===== src/rtl/cmpc_cfg.svh =====
/*
  Register offsets, field positions, reset values and widths of the comparator control block.
  Assumes inclusion by bare name from any file that needs it.
*/
`ifndef CMPC_CFG_SVH
`define CMPC_CFG_SVH

// Register byte addresses on the APB
`define CMPC_CTRL_ADDR     12'h000
`define CMPC_MODE_ADDR     12'h004
`define CMPC_ADDR_W        12

// Control register fields
`define CMPC_CTRL_EN_BIT   7
`define CMPC_CTRL_OUT_BIT  6
`define CMPC_CTRL_RISE_BIT 5
`define CMPC_CTRL_FALL_BIT 4
`define CMPC_CTRL_HYP_HI   3
`define CMPC_CTRL_HYP_LO   2
`define CMPC_CTRL_HYN_HI   1
`define CMPC_CTRL_HYN_LO   0

// Mode register fields
`define CMPC_MODE_RIE_BIT  5
`define CMPC_MODE_FIE_BIT  4
`define CMPC_MODE_MD_HI    1
`define CMPC_MODE_MD_LO    0

// Reset values
`define CMPC_HYS_RST       2'h0
`define CMPC_MODE_RST      2'h2

// Synchroniser depth
`define CMPC_SYNC_STAGES   2

`endif


===== src/rtl/cmpc_pkg.sv =====
/*
  Types shared by the comparator control block.
  Assumes cmpc_cfg.svh is available for constants.
*/
package cmpc_pkg;

  typedef logic [1:0] cmpc_hys_t;

  typedef enum logic [1:0] {
    CMPC_MODE0,
    CMPC_MODE1,
    CMPC_MODE2,
    CMPC_MODE3
  } cmpc_mode_t;

endpackage


===== src/rtl/cmpc_edge_if.sv =====
/*
  Interface carrying the synchronised comparator level and its edge pulses.
  Assumes one clock domain, the system clock.
*/
`timescale 1ns/1ns
interface cmpc_edge_if;
  logic level;
  logic rise;
  logic fall;
  modport src (output level, output rise, output fall);
  modport dst (input level, input rise, input fall);
endinterface


===== src/rtl/cmpc_top.sv =====
/*
  Comparator digital control: enable, response mode, hysteresis, latched and raw outputs,
  sticky edge flags, interrupt requests and an APB register file.
  Assumes an analog core that produces cmp_raw asynchronously, a crossbar that takes the outputs,
  and an interrupt controller that takes the two level requests.
*/
// Added by the designer: register access over APB and the register offsets.
// Function
// - Offer a clock-latched output and a raw copy of the comparator result.
// - Raw output follows the comparator without any clock, also in stop mode.
// - Comparator result is offered as a selectable reset source.
// - Result usable by polling, interrupts and pin routing simultaneously.
// - When disabled, pin outputs are low and comparator power is off.
// - Response mode field drives the analog core speed and power setting.
// - Control low four bits hold positive and negative hysteresis fields.
// - Rising and falling interrupts are handled independently.
// - Each falling transition sets the falling-edge flag.
// - Each rising transition sets the rising-edge flag.
// - Edge flags are sticky; only a software write of 0 clears them.
// - Rising interrupt request only when rising flag and its enable are set.
// - Falling interrupt request only when falling flag and its enable are set.
// - Output-state bit is read-only and returns the current result.
// - Enable bit written 1 turns comparator on, 0 turns it off.
// - Control: enable bit 7, state bit 6, rise flag 5, fall flag 4, reset 0.
// - Hysteresis codes: 00 off, 01 5 mV, 10 10 mV, 11 20 mV.
// - Mode field 0 fastest to 3 slowest, resets to 2; enables at bits 5, 4.
`timescale 1ns/1ns
`include "cmpc_cfg.svh"
module cmpc_top (
  // Clock and reset
  input  wire logic        mclk,
  input  wire logic        rst,
  // APB slave
  input  wire logic        psel,
  input  wire logic        penable,
  input  wire logic        pwrite,
  input  wire logic [11:0] paddr,
  input  wire logic [31:0] pwdata,
  input  wire logic [3:0]  pstrb,
  output logic      [31:0] prdata,
  output logic             pready,
  output logic             pslverr,
  // Analog core
  input  wire logic        cmp_raw,
  output logic             cmp_power_en,
  output logic      [1:0]  response_mode_sel,
  output logic      [1:0]  pos_hysteresis_sel,
  output logic      [1:0]  neg_hysteresis_sel,
  // Crossbar and reset logic
  output logic             latched_compare_out,
  output logic             raw_compare_out,
  output logic             cmp_reset_src,
  // Interrupt requests
  output logic             rise_irq,
  output logic             fall_irq
);

  ////////////////////////////////////////////////////////////////////////////
  // Register state

  logic                compare_enable_reg;
  logic                rise_edge_flag_reg;
  logic                fall_edge_flag_reg;
  cmpc_pkg::cmpc_hys_t pos_hys_reg;
  cmpc_pkg::cmpc_hys_t neg_hys_reg;
  logic                rise_irq_enable_reg;
  logic                fall_irq_enable_reg;
  cmpc_pkg::cmpc_mode_t response_mode_reg;
  logic                latched_reg;

  logic                wr_ctrl;
  logic                wr_mode;
  logic                hit_ctrl;
  logic                hit_mode;
  logic                unmapped;
  logic                compare_state;
  logic [7:0]          ctrl_rd;
  logic [7:0]          mode_rd;

  cmpc_edge_if edge_bus ();

  ////////////////////////////////////////////////////////////////////////////
  // Synchroniser and edge detect

  cmpc_sync_edge #(
    .STAGES (`CMPC_SYNC_STAGES)
  ) u_sync (
    .mclk   (mclk),
    .rst    (rst),
    .raw_in (cmp_raw),
    .edge_o (edge_bus.src)
  );

  ////////////////////////////////////////////////////////////////////////////
  // APB decode

  cmpc_apb_regs u_dec (
    .psel     (psel),
    .penable  (penable),
    .pwrite   (pwrite),
    .paddr    (paddr),
    .wr_ctrl  (wr_ctrl),
    .wr_mode  (wr_mode),
    .hit_ctrl (hit_ctrl),
    .hit_mode (hit_mode),
    .unmapped (unmapped)
  );

  // Zero wait states; unmapped access errors, reads zero, writes nothing
  assign pready  = 1'b1;
  assign pslverr = psel & penable & unmapped;

  ////////////////////////////////////////////////////////////////////////////
  // Enable

  // Only the low byte lane holds fields
  always_ff @(posedge mclk) begin
    if (rst) begin
      compare_enable_reg <= 1'b0;
    end else if (wr_ctrl && pstrb[0]) begin
      compare_enable_reg <= pwdata[`CMPC_CTRL_EN_BIT];
    end
  end

  ////////////////////////////////////////////////////////////////////////////
  // Hysteresis

  always_ff @(posedge mclk) begin
    if (rst) begin
      pos_hys_reg <= `CMPC_HYS_RST;
      neg_hys_reg <= `CMPC_HYS_RST;
    end else if (wr_ctrl && pstrb[0]) begin
      pos_hys_reg <= pwdata[`CMPC_CTRL_HYP_HI:`CMPC_CTRL_HYP_LO];
      neg_hys_reg <= pwdata[`CMPC_CTRL_HYN_HI:`CMPC_CTRL_HYN_LO];
    end
  end

  ////////////////////////////////////////////////////////////////////////////
  // Sticky edge flags

  // Edge wins over a software clear in the same cycle; writing 1 has no effect
  always_ff @(posedge mclk) begin
    if (rst) begin
      rise_edge_flag_reg <= 1'b0;
    end else if (edge_bus.rise) begin
      rise_edge_flag_reg <= 1'b1;
    end else if (wr_ctrl && pstrb[0] && !pwdata[`CMPC_CTRL_RISE_BIT]) begin
      rise_edge_flag_reg <= 1'b0;
    end
  end

  always_ff @(posedge mclk) begin
    if (rst) begin
      fall_edge_flag_reg <= 1'b0;
    end else if (edge_bus.fall) begin
      fall_edge_flag_reg <= 1'b1;
    end else if (wr_ctrl && pstrb[0] && !pwdata[`CMPC_CTRL_FALL_BIT]) begin
      fall_edge_flag_reg <= 1'b0;
    end
  end

  ////////////////////////////////////////////////////////////////////////////
  // Mode register

  always_ff @(posedge mclk) begin
    if (rst) begin
      rise_irq_enable_reg <= 1'b0;
      fall_irq_enable_reg <= 1'b0;
      response_mode_reg   <= cmpc_pkg::cmpc_mode_t'(`CMPC_MODE_RST);
    end else if (wr_mode && pstrb[0]) begin
      rise_irq_enable_reg <= pwdata[`CMPC_MODE_RIE_BIT];
      fall_irq_enable_reg <= pwdata[`CMPC_MODE_FIE_BIT];
      response_mode_reg   <= cmpc_pkg::cmpc_mode_t'(pwdata[`CMPC_MODE_MD_HI:`CMPC_MODE_MD_LO]);
    end
  end

  ////////////////////////////////////////////////////////////////////////////
  // Comparator outputs

  // Disabled comparator reads as low so no false state escapes
  assign compare_state = compare_enable_reg & edge_bus.level;

  always_ff @(posedge mclk) begin
    if (rst) begin
      latched_reg <= 1'b0;
    end else begin
      latched_reg <= compare_state;
    end
  end

  // Gated by the enable so the pin drops in the same cycle as the disable
  assign latched_compare_out = latched_reg & compare_enable_reg;
  // Purely combinational so it works with mclk stopped
  assign raw_compare_out     = compare_enable_reg & cmp_raw;
  assign cmp_reset_src       = latched_reg & compare_enable_reg;
  assign cmp_power_en        = compare_enable_reg;
  assign response_mode_sel   = response_mode_reg;
  assign pos_hysteresis_sel  = pos_hys_reg;
  assign neg_hysteresis_sel  = neg_hys_reg;

  ////////////////////////////////////////////////////////////////////////////
  // Interrupt requests

  assign rise_irq = rise_edge_flag_reg & rise_irq_enable_reg;
  assign fall_irq = fall_edge_flag_reg & fall_irq_enable_reg;

  ////////////////////////////////////////////////////////////////////////////
  // Read data

  always_comb begin
    ctrl_rd = 8'h00;
    ctrl_rd[`CMPC_CTRL_EN_BIT]   = compare_enable_reg;
    ctrl_rd[`CMPC_CTRL_OUT_BIT]  = compare_state;
    ctrl_rd[`CMPC_CTRL_RISE_BIT] = rise_edge_flag_reg;
    ctrl_rd[`CMPC_CTRL_FALL_BIT] = fall_edge_flag_reg;
    ctrl_rd[`CMPC_CTRL_HYP_HI:`CMPC_CTRL_HYP_LO] = pos_hys_reg;
    ctrl_rd[`CMPC_CTRL_HYN_HI:`CMPC_CTRL_HYN_LO] = neg_hys_reg;
  end

  always_comb begin
    mode_rd = 8'h00;
    mode_rd[`CMPC_MODE_RIE_BIT] = rise_irq_enable_reg;
    mode_rd[`CMPC_MODE_FIE_BIT] = fall_irq_enable_reg;
    mode_rd[`CMPC_MODE_MD_HI:`CMPC_MODE_MD_LO] = response_mode_reg;
  end

  // Registered read data, loaded in the setup phase so it is ready at the access edge
  always_ff @(posedge mclk) begin
    if (rst) begin
      prdata <= 32'h0000_0000;
    end else if (psel && !penable && !pwrite) begin
      if (hit_ctrl) begin
        prdata <= {24'h00_0000, ctrl_rd};
      end else if (hit_mode) begin
        prdata <= {24'h00_0000, mode_rd};
      end else begin
        prdata <= 32'h0000_0000;
      end
    end
  end

endmodule


===== src/rtl/cmpc_sync_edge.sv =====
/*
  Two-flop synchroniser for the raw comparator result with edge detection on the synchronised level.
  Assumes the raw input is asynchronous to mclk.
*/
`timescale 1ns/1ns
`include "cmpc_cfg.svh"
module cmpc_sync_edge #(
  parameter int STAGES = `CMPC_SYNC_STAGES
) (
  // Clock and reset
  input  wire logic mclk,
  input  wire logic rst,
  // Asynchronous input
  input  wire logic raw_in,
  // Synchronised outputs
  cmpc_edge_if.src  edge_o
);

  // Fewer than two stages would let a metastable level reach the edge detect
  if (STAGES < 2) begin : g_stages_bad
    $error("cmpc_sync_edge: STAGES must be at least 2");
  end

  logic [STAGES-1:0] sync_reg;
  logic              prev_reg;

  // Only the last stage is read by anything
  always_ff @(posedge mclk) begin
    if (rst) begin
      sync_reg <= '0;
    end else begin
      sync_reg <= {sync_reg[STAGES-2:0], raw_in};
    end
  end

  always_ff @(posedge mclk) begin
    if (rst) begin
      prev_reg <= 1'b0;
    end else begin
      prev_reg <= sync_reg[STAGES-1];
    end
  end

  assign edge_o.level = sync_reg[STAGES-1];
  assign edge_o.rise  = sync_reg[STAGES-1] & ~prev_reg;
  assign edge_o.fall  = ~sync_reg[STAGES-1] & prev_reg;

endmodule


===== src/rtl/cmpc_apb_regs.sv =====
/*
  APB slave decode helper: produces write and read strobes for the comparator registers.
  Assumes APB3 signalling on mclk; the slave answers with zero wait states.
*/
`timescale 1ns/1ns
`include "cmpc_cfg.svh"
module cmpc_apb_regs (
  // APB request
  input  wire logic                      psel,
  input  wire logic                      penable,
  input  wire logic                      pwrite,
  input  wire logic [`CMPC_ADDR_W-1:0]   paddr,
  // Decoded strobes
  output logic                           wr_ctrl,
  output logic                           wr_mode,
  output logic                           hit_ctrl,
  output logic                           hit_mode,
  output logic                           unmapped
);

  function automatic logic addr_is(input logic [`CMPC_ADDR_W-1:0] a, input logic [`CMPC_ADDR_W-1:0] b);
    addr_is = (a == b);
  endfunction

  logic access;

  assign access   = psel & penable;
  assign hit_ctrl = addr_is(paddr, `CMPC_CTRL_ADDR);
  assign hit_mode = addr_is(paddr, `CMPC_MODE_ADDR);
  assign wr_ctrl  = access & pwrite & hit_ctrl;
  assign wr_mode  = access & pwrite & hit_mode;
  assign unmapped = ~hit_ctrl & ~hit_mode;

endmodule


===== config.mk =====
export PLATFORM = sky130hd
export DESIGN_NAME = cmpc_top
export DESIGN_NICKNAME = d
export VERILOG_FILES = /design/src/rtl/cmpc_pkg.sv /design/src/rtl/cmpc_edge_if.sv /design/src/rtl/cmpc_top.sv /design/src/rtl/cmpc_sync_edge.sv /design/src/rtl/cmpc_apb_regs.sv
export VERILOG_INCLUDE_DIRS = /design/src /design/src/rtl
export SDC_FILE = /design/constraint.sdc
export NUM_CORES = 1
export LEC_CHECK = 0
export BUFFER_PORTS_ARGS = -buffer_cell sky130_fd_sc_hd__buf_2
export CELL_PAD_IN_SITES_DETAIL_PLACEMENT = 1
export CELL_PAD_IN_SITES_GLOBAL_PLACEMENT = 2
export CORE_ASPECT_RATIO = 0.7
export CORE_MARGIN = 2
export CORE_UTILIZATION = 19
export CTS_BUF_LIST = sky130_fd_sc_hd__clkbuf_4 sky130_fd_sc_hd__clkbuf_8
export DETAILED_ROUTE_END_ITERATION = 16
export PLACE_DENSITY = 0.9
export REMOVE_ABC_BUFFERS = 1
export SLEW_MARGIN = 20
export SYNTH_ARGS = -nofsm -noshare
export SYNTH_HDL_FRONTEND = slang
export SYNTH_HIERARCHICAL = 1
export SYNTH_SLANG_ARGS = --single-unit

===== constraint.sdc =====
create_clock -name mclk -period 2.14 [get_ports mclk]
set_clock_uncertainty 0.1 [all_clocks]
set_input_delay 0 -clock mclk [delete_from_list [all_inputs] [get_ports mclk]]
set_output_delay 0 -clock mclk [all_outputs]
set_load 0.02 [all_outputs]

# Yosys cells after proc, flatten, opt, wreduce, memory -nomap -nowiden
# Cells that the tools add are included.
[op_classes]
n_eq_ne = 1
n_mux = 6
bitwise = 17
reduce_logical = 13
[ops]
columns = ["cell", "count"]
rows = [
  ["1-bit bitwise AND", 13],
  ["12-bit by 3-bit == test with 1-bit output, second input constant", 1],
  ["12-bit zero test", 1],
  ["8-bit 2-to-1 mux", 1],
  ["1-bit logical AND", 6],
  ["6-bit 2-to-1 mux", 1],
  ["1-bit zero test", 4],
  ["1-bit 2-to-1 mux", 4],
  ["1-bit inverter", 4],
  ["2-bit nonzero test", 2],
]
[word_totals]
reg_bits = 47
output_inout_bits = 46

# Longest topological paths before layout
# Gate-level depths: netlist (run 1).
[depth]
depth_word = 7
depth_mapped = 5
mapped_depth_nobuf = 5

# By module
# The synthesis (run 1) kept the hierarchy.
[modules_own_cells]
columns = ["module", "n_inst", "cells_each", "area_each_um2"]
rows = [
  ["cmpc_top", 1, 124, 1023.5],
  ["cmpc_sync_edge", 1, 8, 91.3],
  ["cmpc_apb_regs", 1, 11, 80.1],
]

# Least setup slack after synthesis (run 1)
# No wires, ideal clock.
[synth_path]
path_kind = "input port to flip-flop"
from = "input paddr[1]"
to = "register fall_edge_flag_reg"
arrival_time_ns = 1.638
t_required_ns = 1.908
setup_slack_ns = 0.270
cell_stages = 5
cell_sequence = "or4_1 -> nor4_1 -> nand2_1 -> o21ai_0 -> a21oi_1"
[synth_between]
elab_chain_cells = 5
[synth_rtl]
columns = ["element", "line_no", "rtl"]
rows = [
  ["start, declared", "cmpc_top.sv:37", "input wire logic [11:0] paddr,"],
  ["12-bit zero test", "cmpc_apb_regs.sv:22", "addr_is = (a == b);"],
  ["1-bit bitwise AND", "cmpc_apb_regs.sv:30", "assign wr_ctrl = access & pwrite & hit_ctrl;"],
  ["named net wr_ctrl", "cmpc_top.sv:71", "logic wr_ctrl;"],
  ["1-bit logical AND (2 in a row)", "cmpc_top.sv:157", "end else if (wr_ctrl && pstrb[0] && !pwdata[`CMPC_CTRL_FALL_BIT]) begin"],
  ["2-bit nonzero test (no source line)", "-", ""],
  ["end signal, assigned", "cmpc_top.sv:154", "fall_edge_flag_reg <= 1'b0;"],
  ["end signal, assigned", "cmpc_top.sv:156", "fall_edge_flag_reg <= 1'b1;"],
  ["end signal, assigned", "cmpc_top.sv:158", "fall_edge_flag_reg <= 1'b0;"],
  ["end, declared", "cmpc_top.sv:63", "logic fall_edge_flag_reg;"],
]
# The timed path passes the listed nets, and every way through them passes these cells.
# A chain may end at the register's enable or synchronous reset.

# Worst setup path after layout (run 1)
[layout_path]
from = "input paddr[1]"
to = "register rise_edge_flag_reg"
[layout_between]
elab_chain_cells = 5
[layout_rtl]
columns = ["element", "line_no", "rtl"]
rows = [
  ["12-bit zero test", "cmpc_apb_regs.sv:22", ""],
  ["1-bit bitwise AND", "cmpc_apb_regs.sv:30", ""],
  ["named net wr_ctrl", "cmpc_top.sv:71", ""],
  ["1-bit logical AND (2 in a row)", "cmpc_top.sv:147", "end else if (wr_ctrl && pstrb[0] && !pwdata[`CMPC_CTRL_RISE_BIT]) begin"],
  ["2-bit nonzero test (no source line)", "-", ""],
  ["end signal, assigned", "cmpc_top.sv:144", "rise_edge_flag_reg <= 1'b0;"],
  ["end signal, assigned", "cmpc_top.sv:146", "rise_edge_flag_reg <= 1'b1;"],
  ["end signal, assigned", "cmpc_top.sv:148", "rise_edge_flag_reg <= 1'b0;"],
  ["end, declared", "cmpc_top.sv:62", "logic rise_edge_flag_reg;"],
]
# The timed path passes the listed nets, and every way through them passes these cells.

==> results of run 1 <==
layout make-up:
class,instances,area share (%)
well taps,78,6.35
repair buffers,57,21.7
multi-input cells,110,38.4
inverters,2,0.489
clock buffers,4,3.18
flip-flops and latches,23,30.0
synthesized netlist by cell type (2+ instances only):
cell type	count	area, um2
conb_1	2	7.51
a311oi_1	2	17.5
buf_4	26	195
or4_4	2	22.5
nand3b_1	4	30.0
a311oi_2	2	30.0
o21ai_0	2	10.0
or3_1	2	12.5
nand2_1	19	71.3
and2_1	4	25.0
nor4_1	2	12.5
clkbuf_1	2	7.51
nand3_1	12	60.1
inv_1	2	7.51
nor3_1	2	10.0
buf_2	2	10.0
a21oi_1	14	70.1
dfxtp_1	23	460
nor2_1	5	18.8
nor2b_1	5	31.3
power by group through the flow:
| stage | sequential [mW] | clock [mW] | combinational, mW |
|---|---|---|---|
| floorplan | 0.453 | 0 | 0.0595 |
| global placement | 0.449 | 0 | 0.108 |
| detailed placement | 0.449 | 0 | 0.109 |
| CTS | 0.439 | 0.287 | 0.121 |
| global route | 0.440 | 0.304 | 0.133 |
| finish | 0.439 | 0.282 | 0.122 |
metrics by stage:
step	setup slack [ps]	utilization, %	hold WS (ps)	cells
5_1_grt	382	25.0	24.4	274
3_5_place_dp	280	22.9	142	262
4_1_cts	554	25.0	8.05	274
2_1_floorplan	283	-	-32.1	135
6_report	542	25.0	12.5	274
3_3_place_gp	320	22.9	142	262
worst max-delay path: stages:
cell	delay, ps
buf_2	110
or4_1	550
nor4_1	400
nand2_1	260
o21ai_0	220
a21oi_1	90
path summary, 6_finish.rpt:
kind                           end  slack [ps]  cells past startpoint
max             rise_edge_flag_reg         540                      6
min          pos_hysteresis_sel[0]          10                      3
max reg2reg              prdata[5]        1220                      2
min reg2reg     u_sync/sync_reg[1]         350                      1
kinds of logic after synthesis:
group / count (synthesis) / synth area share (%)
other cells: 2 / 0.629
buf+inv: 33 / 19.4
compound gates: 21 / 11.4
flops: 23 / 38.5
simple gates: 64 / 30.1
routing by layer:
metal	vias to the layer above	global-route usage [%]	share of wire, %
met3	2	2.90	5.4
met5	-	0	0
met1	499	11.8	46
li1	549	-	-
met2	25	15.8	49
met4	0	0.913	0.40
==> impl_metrics.json, run 1 <==
{
  "grt_pass1_vias": 1033,
  "area_growth_pct": 28.6,
  "clk_latency_ps": 260,
  "grt_pass1_wl_mm": 5.13,
  "path_clk_slew_ps": 80,
  "core_um2": 6160,
  "wl_per_cell_um": 11.7,
  "routed_wl_mm": 3.22,
  "regMostFlops": "prdata",
  "ys_types": 29,
  "ys_seq_area_share_pct": 38.5,
  "yosys_warnings": 6,
  "cp_max_fo": 7,
  "cts_tree": "built",
  "cts_buffers": 3,
  "place_congestion": 0.770,
  "cts_buffer_depth": 2,
  "worstReg2RegStart": "rise_irq_enable_reg",
  "crit_path_start": "paddr[1]",
  "cts_root_buf": "clkbuf_8",
  "hold_class": "in -> reg",
  "viasPerCell": 3.92,
  "mostFrequentLayoutCell": "buf_2",
  "critical_path_class": "in -> reg",
  "fin_area_um2": 1540,
  "drt_iter0_drc": 17,
  "pin_count": 100,
  "ant_nets": 0,
  "antenna_found_initial": 0,
  "grt_util_all_layers_pct": 9.22,
  "rows": 24,
  "leakagePower_nw": 0.652,
  "p_per_area_nw_per_um2": 548,
  "synth_ff_type": "dfxtp_1",
  "cts_hold_buf": 8,
  "via_count": 1075,
  "peakVddDrop_v": 0.000278,
  "largest_reg_flops": 8,
  "syn_area_um2": 1190,
  "setup_viol": 0,
  "multi_input_area_um2": 589,
  "status": "finished, final reports clean",
  "p_sw_mw": 0.221,
  "synth-edff-count": 0,
  "diodes": 0,
  "min_from": "pstrb[0]",
  "setup-tns-final_ps": 0,
  "syn_inst": 143,
  "drc": 0,
  "seq_power_share_pct": 52.1,
  "fin_crit_sh_pct": 74.7,
  "p_total_mw": 0.842,
  "switching_share_pct": 26.2,
  "report.final.slew_viol_count": 0,
  "async_flop_share_pct": 0,
  "crit_required_ps": 2170,
  "worstPathArrival_ps": 1630,
  "die_h_um": 70.4,
  "maxSlewHeadroom_pct": 63.7,
  "portBuffers": 46,
  "nets": 251,
  "rsz0062_at_grt": "no",
  "p_int_mw": 0.621,
  "maxClockFrequency_mhz": 626,
  "dpl_cell_area_um2": 1410,
  "start_util_pct": 19.4,
  "layout_common_cells": "buf_2, conb_1, dfxtp_1",
  "clkPwrFrac_pct": 33.4,
  "avgSynthCellArea_um2": 8.36,
  "grt_max_degree": 24,
  "post-route-min-period_ps": 1600,
  "die_area_um2": 6950,
  "final-seq-area_um2": 460,
  "crit_path_end_kind": "flip-flop",
  "ys_ff_latch": 23,
  "first_pass_iters": 2,
  "overflow": 0,
  "drive_gt1_share_pct": 30.6,
  "cap_violations": 0,
  "postCtsSetupBuffers": 0,
  "p_comb_share_pct": 14.4,
  "h-tree-depth": 1,
  "ctsResizeCount": 0,
  "start_kind": "input port",
  "worst_slew_pin_slew_ps": 544,
  "finalHoldViolCount": 0,
  "hpwl_mm": 2.42,
  "clock_sinks": 23,
  "die_x_um": 98.8,
  "fillers": 756
}
No activity file was read; power rests on OpenSTA's default activity.
==> run 2: changes to the inputs <==
--- a/config.mk
+++ b/config.mk
@@ -11,10 +11,10 @@
 export CELL_PAD_IN_SITES_GLOBAL_PLACEMENT = 2
 export CORE_ASPECT_RATIO = 0.7
 export CORE_MARGIN = 2
-export CORE_UTILIZATION = 19
+export CORE_UTILIZATION = 17
 export CTS_BUF_LIST = sky130_fd_sc_hd__clkbuf_4 sky130_fd_sc_hd__clkbuf_8
 export DETAILED_ROUTE_END_ITERATION = 16
-export PLACE_DENSITY = 0.9
+export PLACE_DENSITY = 0.86
 export REMOVE_ABC_BUFFERS = 1
 export SLEW_MARGIN = 20
 export SYNTH_ARGS = -nofsm -noshare
==> constraint.sdc (replaced) <==
create_clock -name mclk -period 1.3 [get_ports mclk]
set_clock_uncertainty 0.1 [all_clocks]
set_input_delay 0 -clock mclk [delete_from_list [all_inputs] [get_ports mclk]]
set_output_delay 0 -clock mclk [all_outputs]
set_load 0.02 [all_outputs]
==> impl_metrics.json, run 2 (synthesis gave the netlist of run 1 again) <==
{
  "status": "finished, violations left",
  "violations": "negative setup slack",
  "rows": 25,
  "cts_buffers": 3,
  "cap_violations": 0,
  "largest_reg_flops": 8,
  "clock_sinks": 23,
  "crit_required_ps": 1200,
  "cts_tree": "built",
  "routed_wl_mm": 3.48,
  "diodes": 0,
  "drt_iter0_drc": 31,
  "grt_util_all_layers_pct": 8.58,
  "pin_count": 100,
  "core_um2": 6790,
  "start_kind": "input port",
  "first_pass_iters": 3,
  "grt_pass1_wl_mm": 5.35,
  "via_count": 1147,
  "nets": 261,
  "die_area_um2": 7730,
  "worstReg2RegStart": "response_mode_sel[0]",
  "hold_class": "in -> reg",
  "drive_gt1_share_pct": 37.4,
  "critical_path_class": "in -> out",
  "die_x_um": 104,
  "crit_path_end_kind": "output pin",
  "worstPathArrival_ps": 1390,
  "p_per_area_nw_per_um2": 812,
  "die_h_um": 74.1,
  "cp_max_fo": 2,
  "cts_buffer_depth": 2,
  "maxClockFrequency_mhz": 671,
  "area_growth_pct": 44.0,
  "setup_viol": 18,
  "min_from": "rst",
  "post-route-min-period_ps": 1490,
  "path_clk_slew_ps": 80,
  "wl_per_cell_um": 11.6,
  "crit_path_start": "paddr[10]",
  "cts_root_buf": "clkbuf_8",
  "hpwl_mm": 2.67,
  "grt_max_degree": 24,
  "gr-usage-met3_pct": 1.58,
  "fin_ws_ps": -191,
  "h-tree-depth": 1,
  "dp.cells": 285,
  "start_util_pct": 17.6,
  "grt_pass1_vias": 1124,
  "rrSetupSlack_ps": 390,
  "clk_latency_ps": 260,
  "antenna_found_initial": 0,
  "regMostFlops": "prdata",
  "dpl_worst_slack_ps": -421,
  "ant_nets": 0,
  "layout_common_cells": "buf_2, conb_1, dfxtp_1",
  "portBuffers": 46,
  "mostFrequentLayoutCell": "buf_2",
  "rsz0062_at_grt": "yes",
  "finalHoldViolCount": 0,
  "met2_usage_pct": 15.9,
  "layout.cells.non_filler": 300,
  "grt.met1_usage_pct": 10.5,
  "fin_crit_sh_pct": 115,
  "hold-worst-slack_ps": 77.2,
  "place_congestion": 0.715,
  "overflow": 0,
  "report.final.slew_viol_count": 0,
  "peakVddDrop_v": 0.000344,
  "viasPerCell": 3.82,
  "drc": 0,
  "leakagePower_nw": 0.733,
  "grt.busiest_layer": "met2",
  "p_total_mw": 1.40
}
run 2: changes by cell type in the layout (fill, tap and decap cells not counted), sizes merged:
cell	previous run	this run
buf	49	58
dlygate4sd3	8	9
clkbuf	4	3
clkinv	0	1
run 2: cell type report:
cell class                 count  area (um2)
fill                         819        5070
tap                           94         118
sequential                    23         460
clock buffer                   3        41.3
inverter                       2        7.51
timing repair buffer          67         444
multi-input combinational    110         644
clock inverter                 1        5.00
run 2: routing by layer:
layer | wire (um) | vias up
met3 | 118 | 2
met4 | 26 | 0
met1 | 1600 | 552
met5 | 0 | -
li1 | - | 566
met2 | 1740 | 27
run 2: worst max-delay path, cell delays in order:
cell	delay [ps]
buf_6	90
or4_4	540
buf_6	130
or3_4	350
and3_4	150
buf_6	120
run 2: worst paths after layout:
check | to | depth (start not counted)
worst max-delay path | pslverr | 6
worst max register to register | prdata[0] | 2
worst min-delay path | u_sync/sync_reg[0] | 2
worst min register to register | u_sync/sync_reg[1] | 1
run 2: what timing repair did:
item                                   in CTS  in global routing
endpoints found under the hold margin      12                  0
buffers inserted                            2                  0
pin swaps                                   5                  2
setup endpoints to repair                  18                 20
hold buffers                                9                  0
cloned                                      0                  0
gates resized for setup                    11                 10
run 2: stage by stage:
| step | util, % | area (um2) | setup TNS [ps] |
|---|---|---|---|
| 2_1_floorplan | - | 1060 | -7730 |
| 3_3_place_gp | 21.8 | 1480 | -7000 |
| 3_5_place_dp | 21.8 | 1480 | -7520 |
| 4_1_cts | 24.7 | 1680 | -2110 |
| 5_1_grt | 25.3 | 1720 | -3310 |
| 6_report | 25.3 | 1720 | -2130 |
run 2: power by group:
group / total [mW] / internal [mW] / switching (mW)
combinational: 0.228 / 0.0837 / 0.144
sequential: 0.723 / 0.716 / 0.00730
clock: 0.446 / 0.214 / 0.232
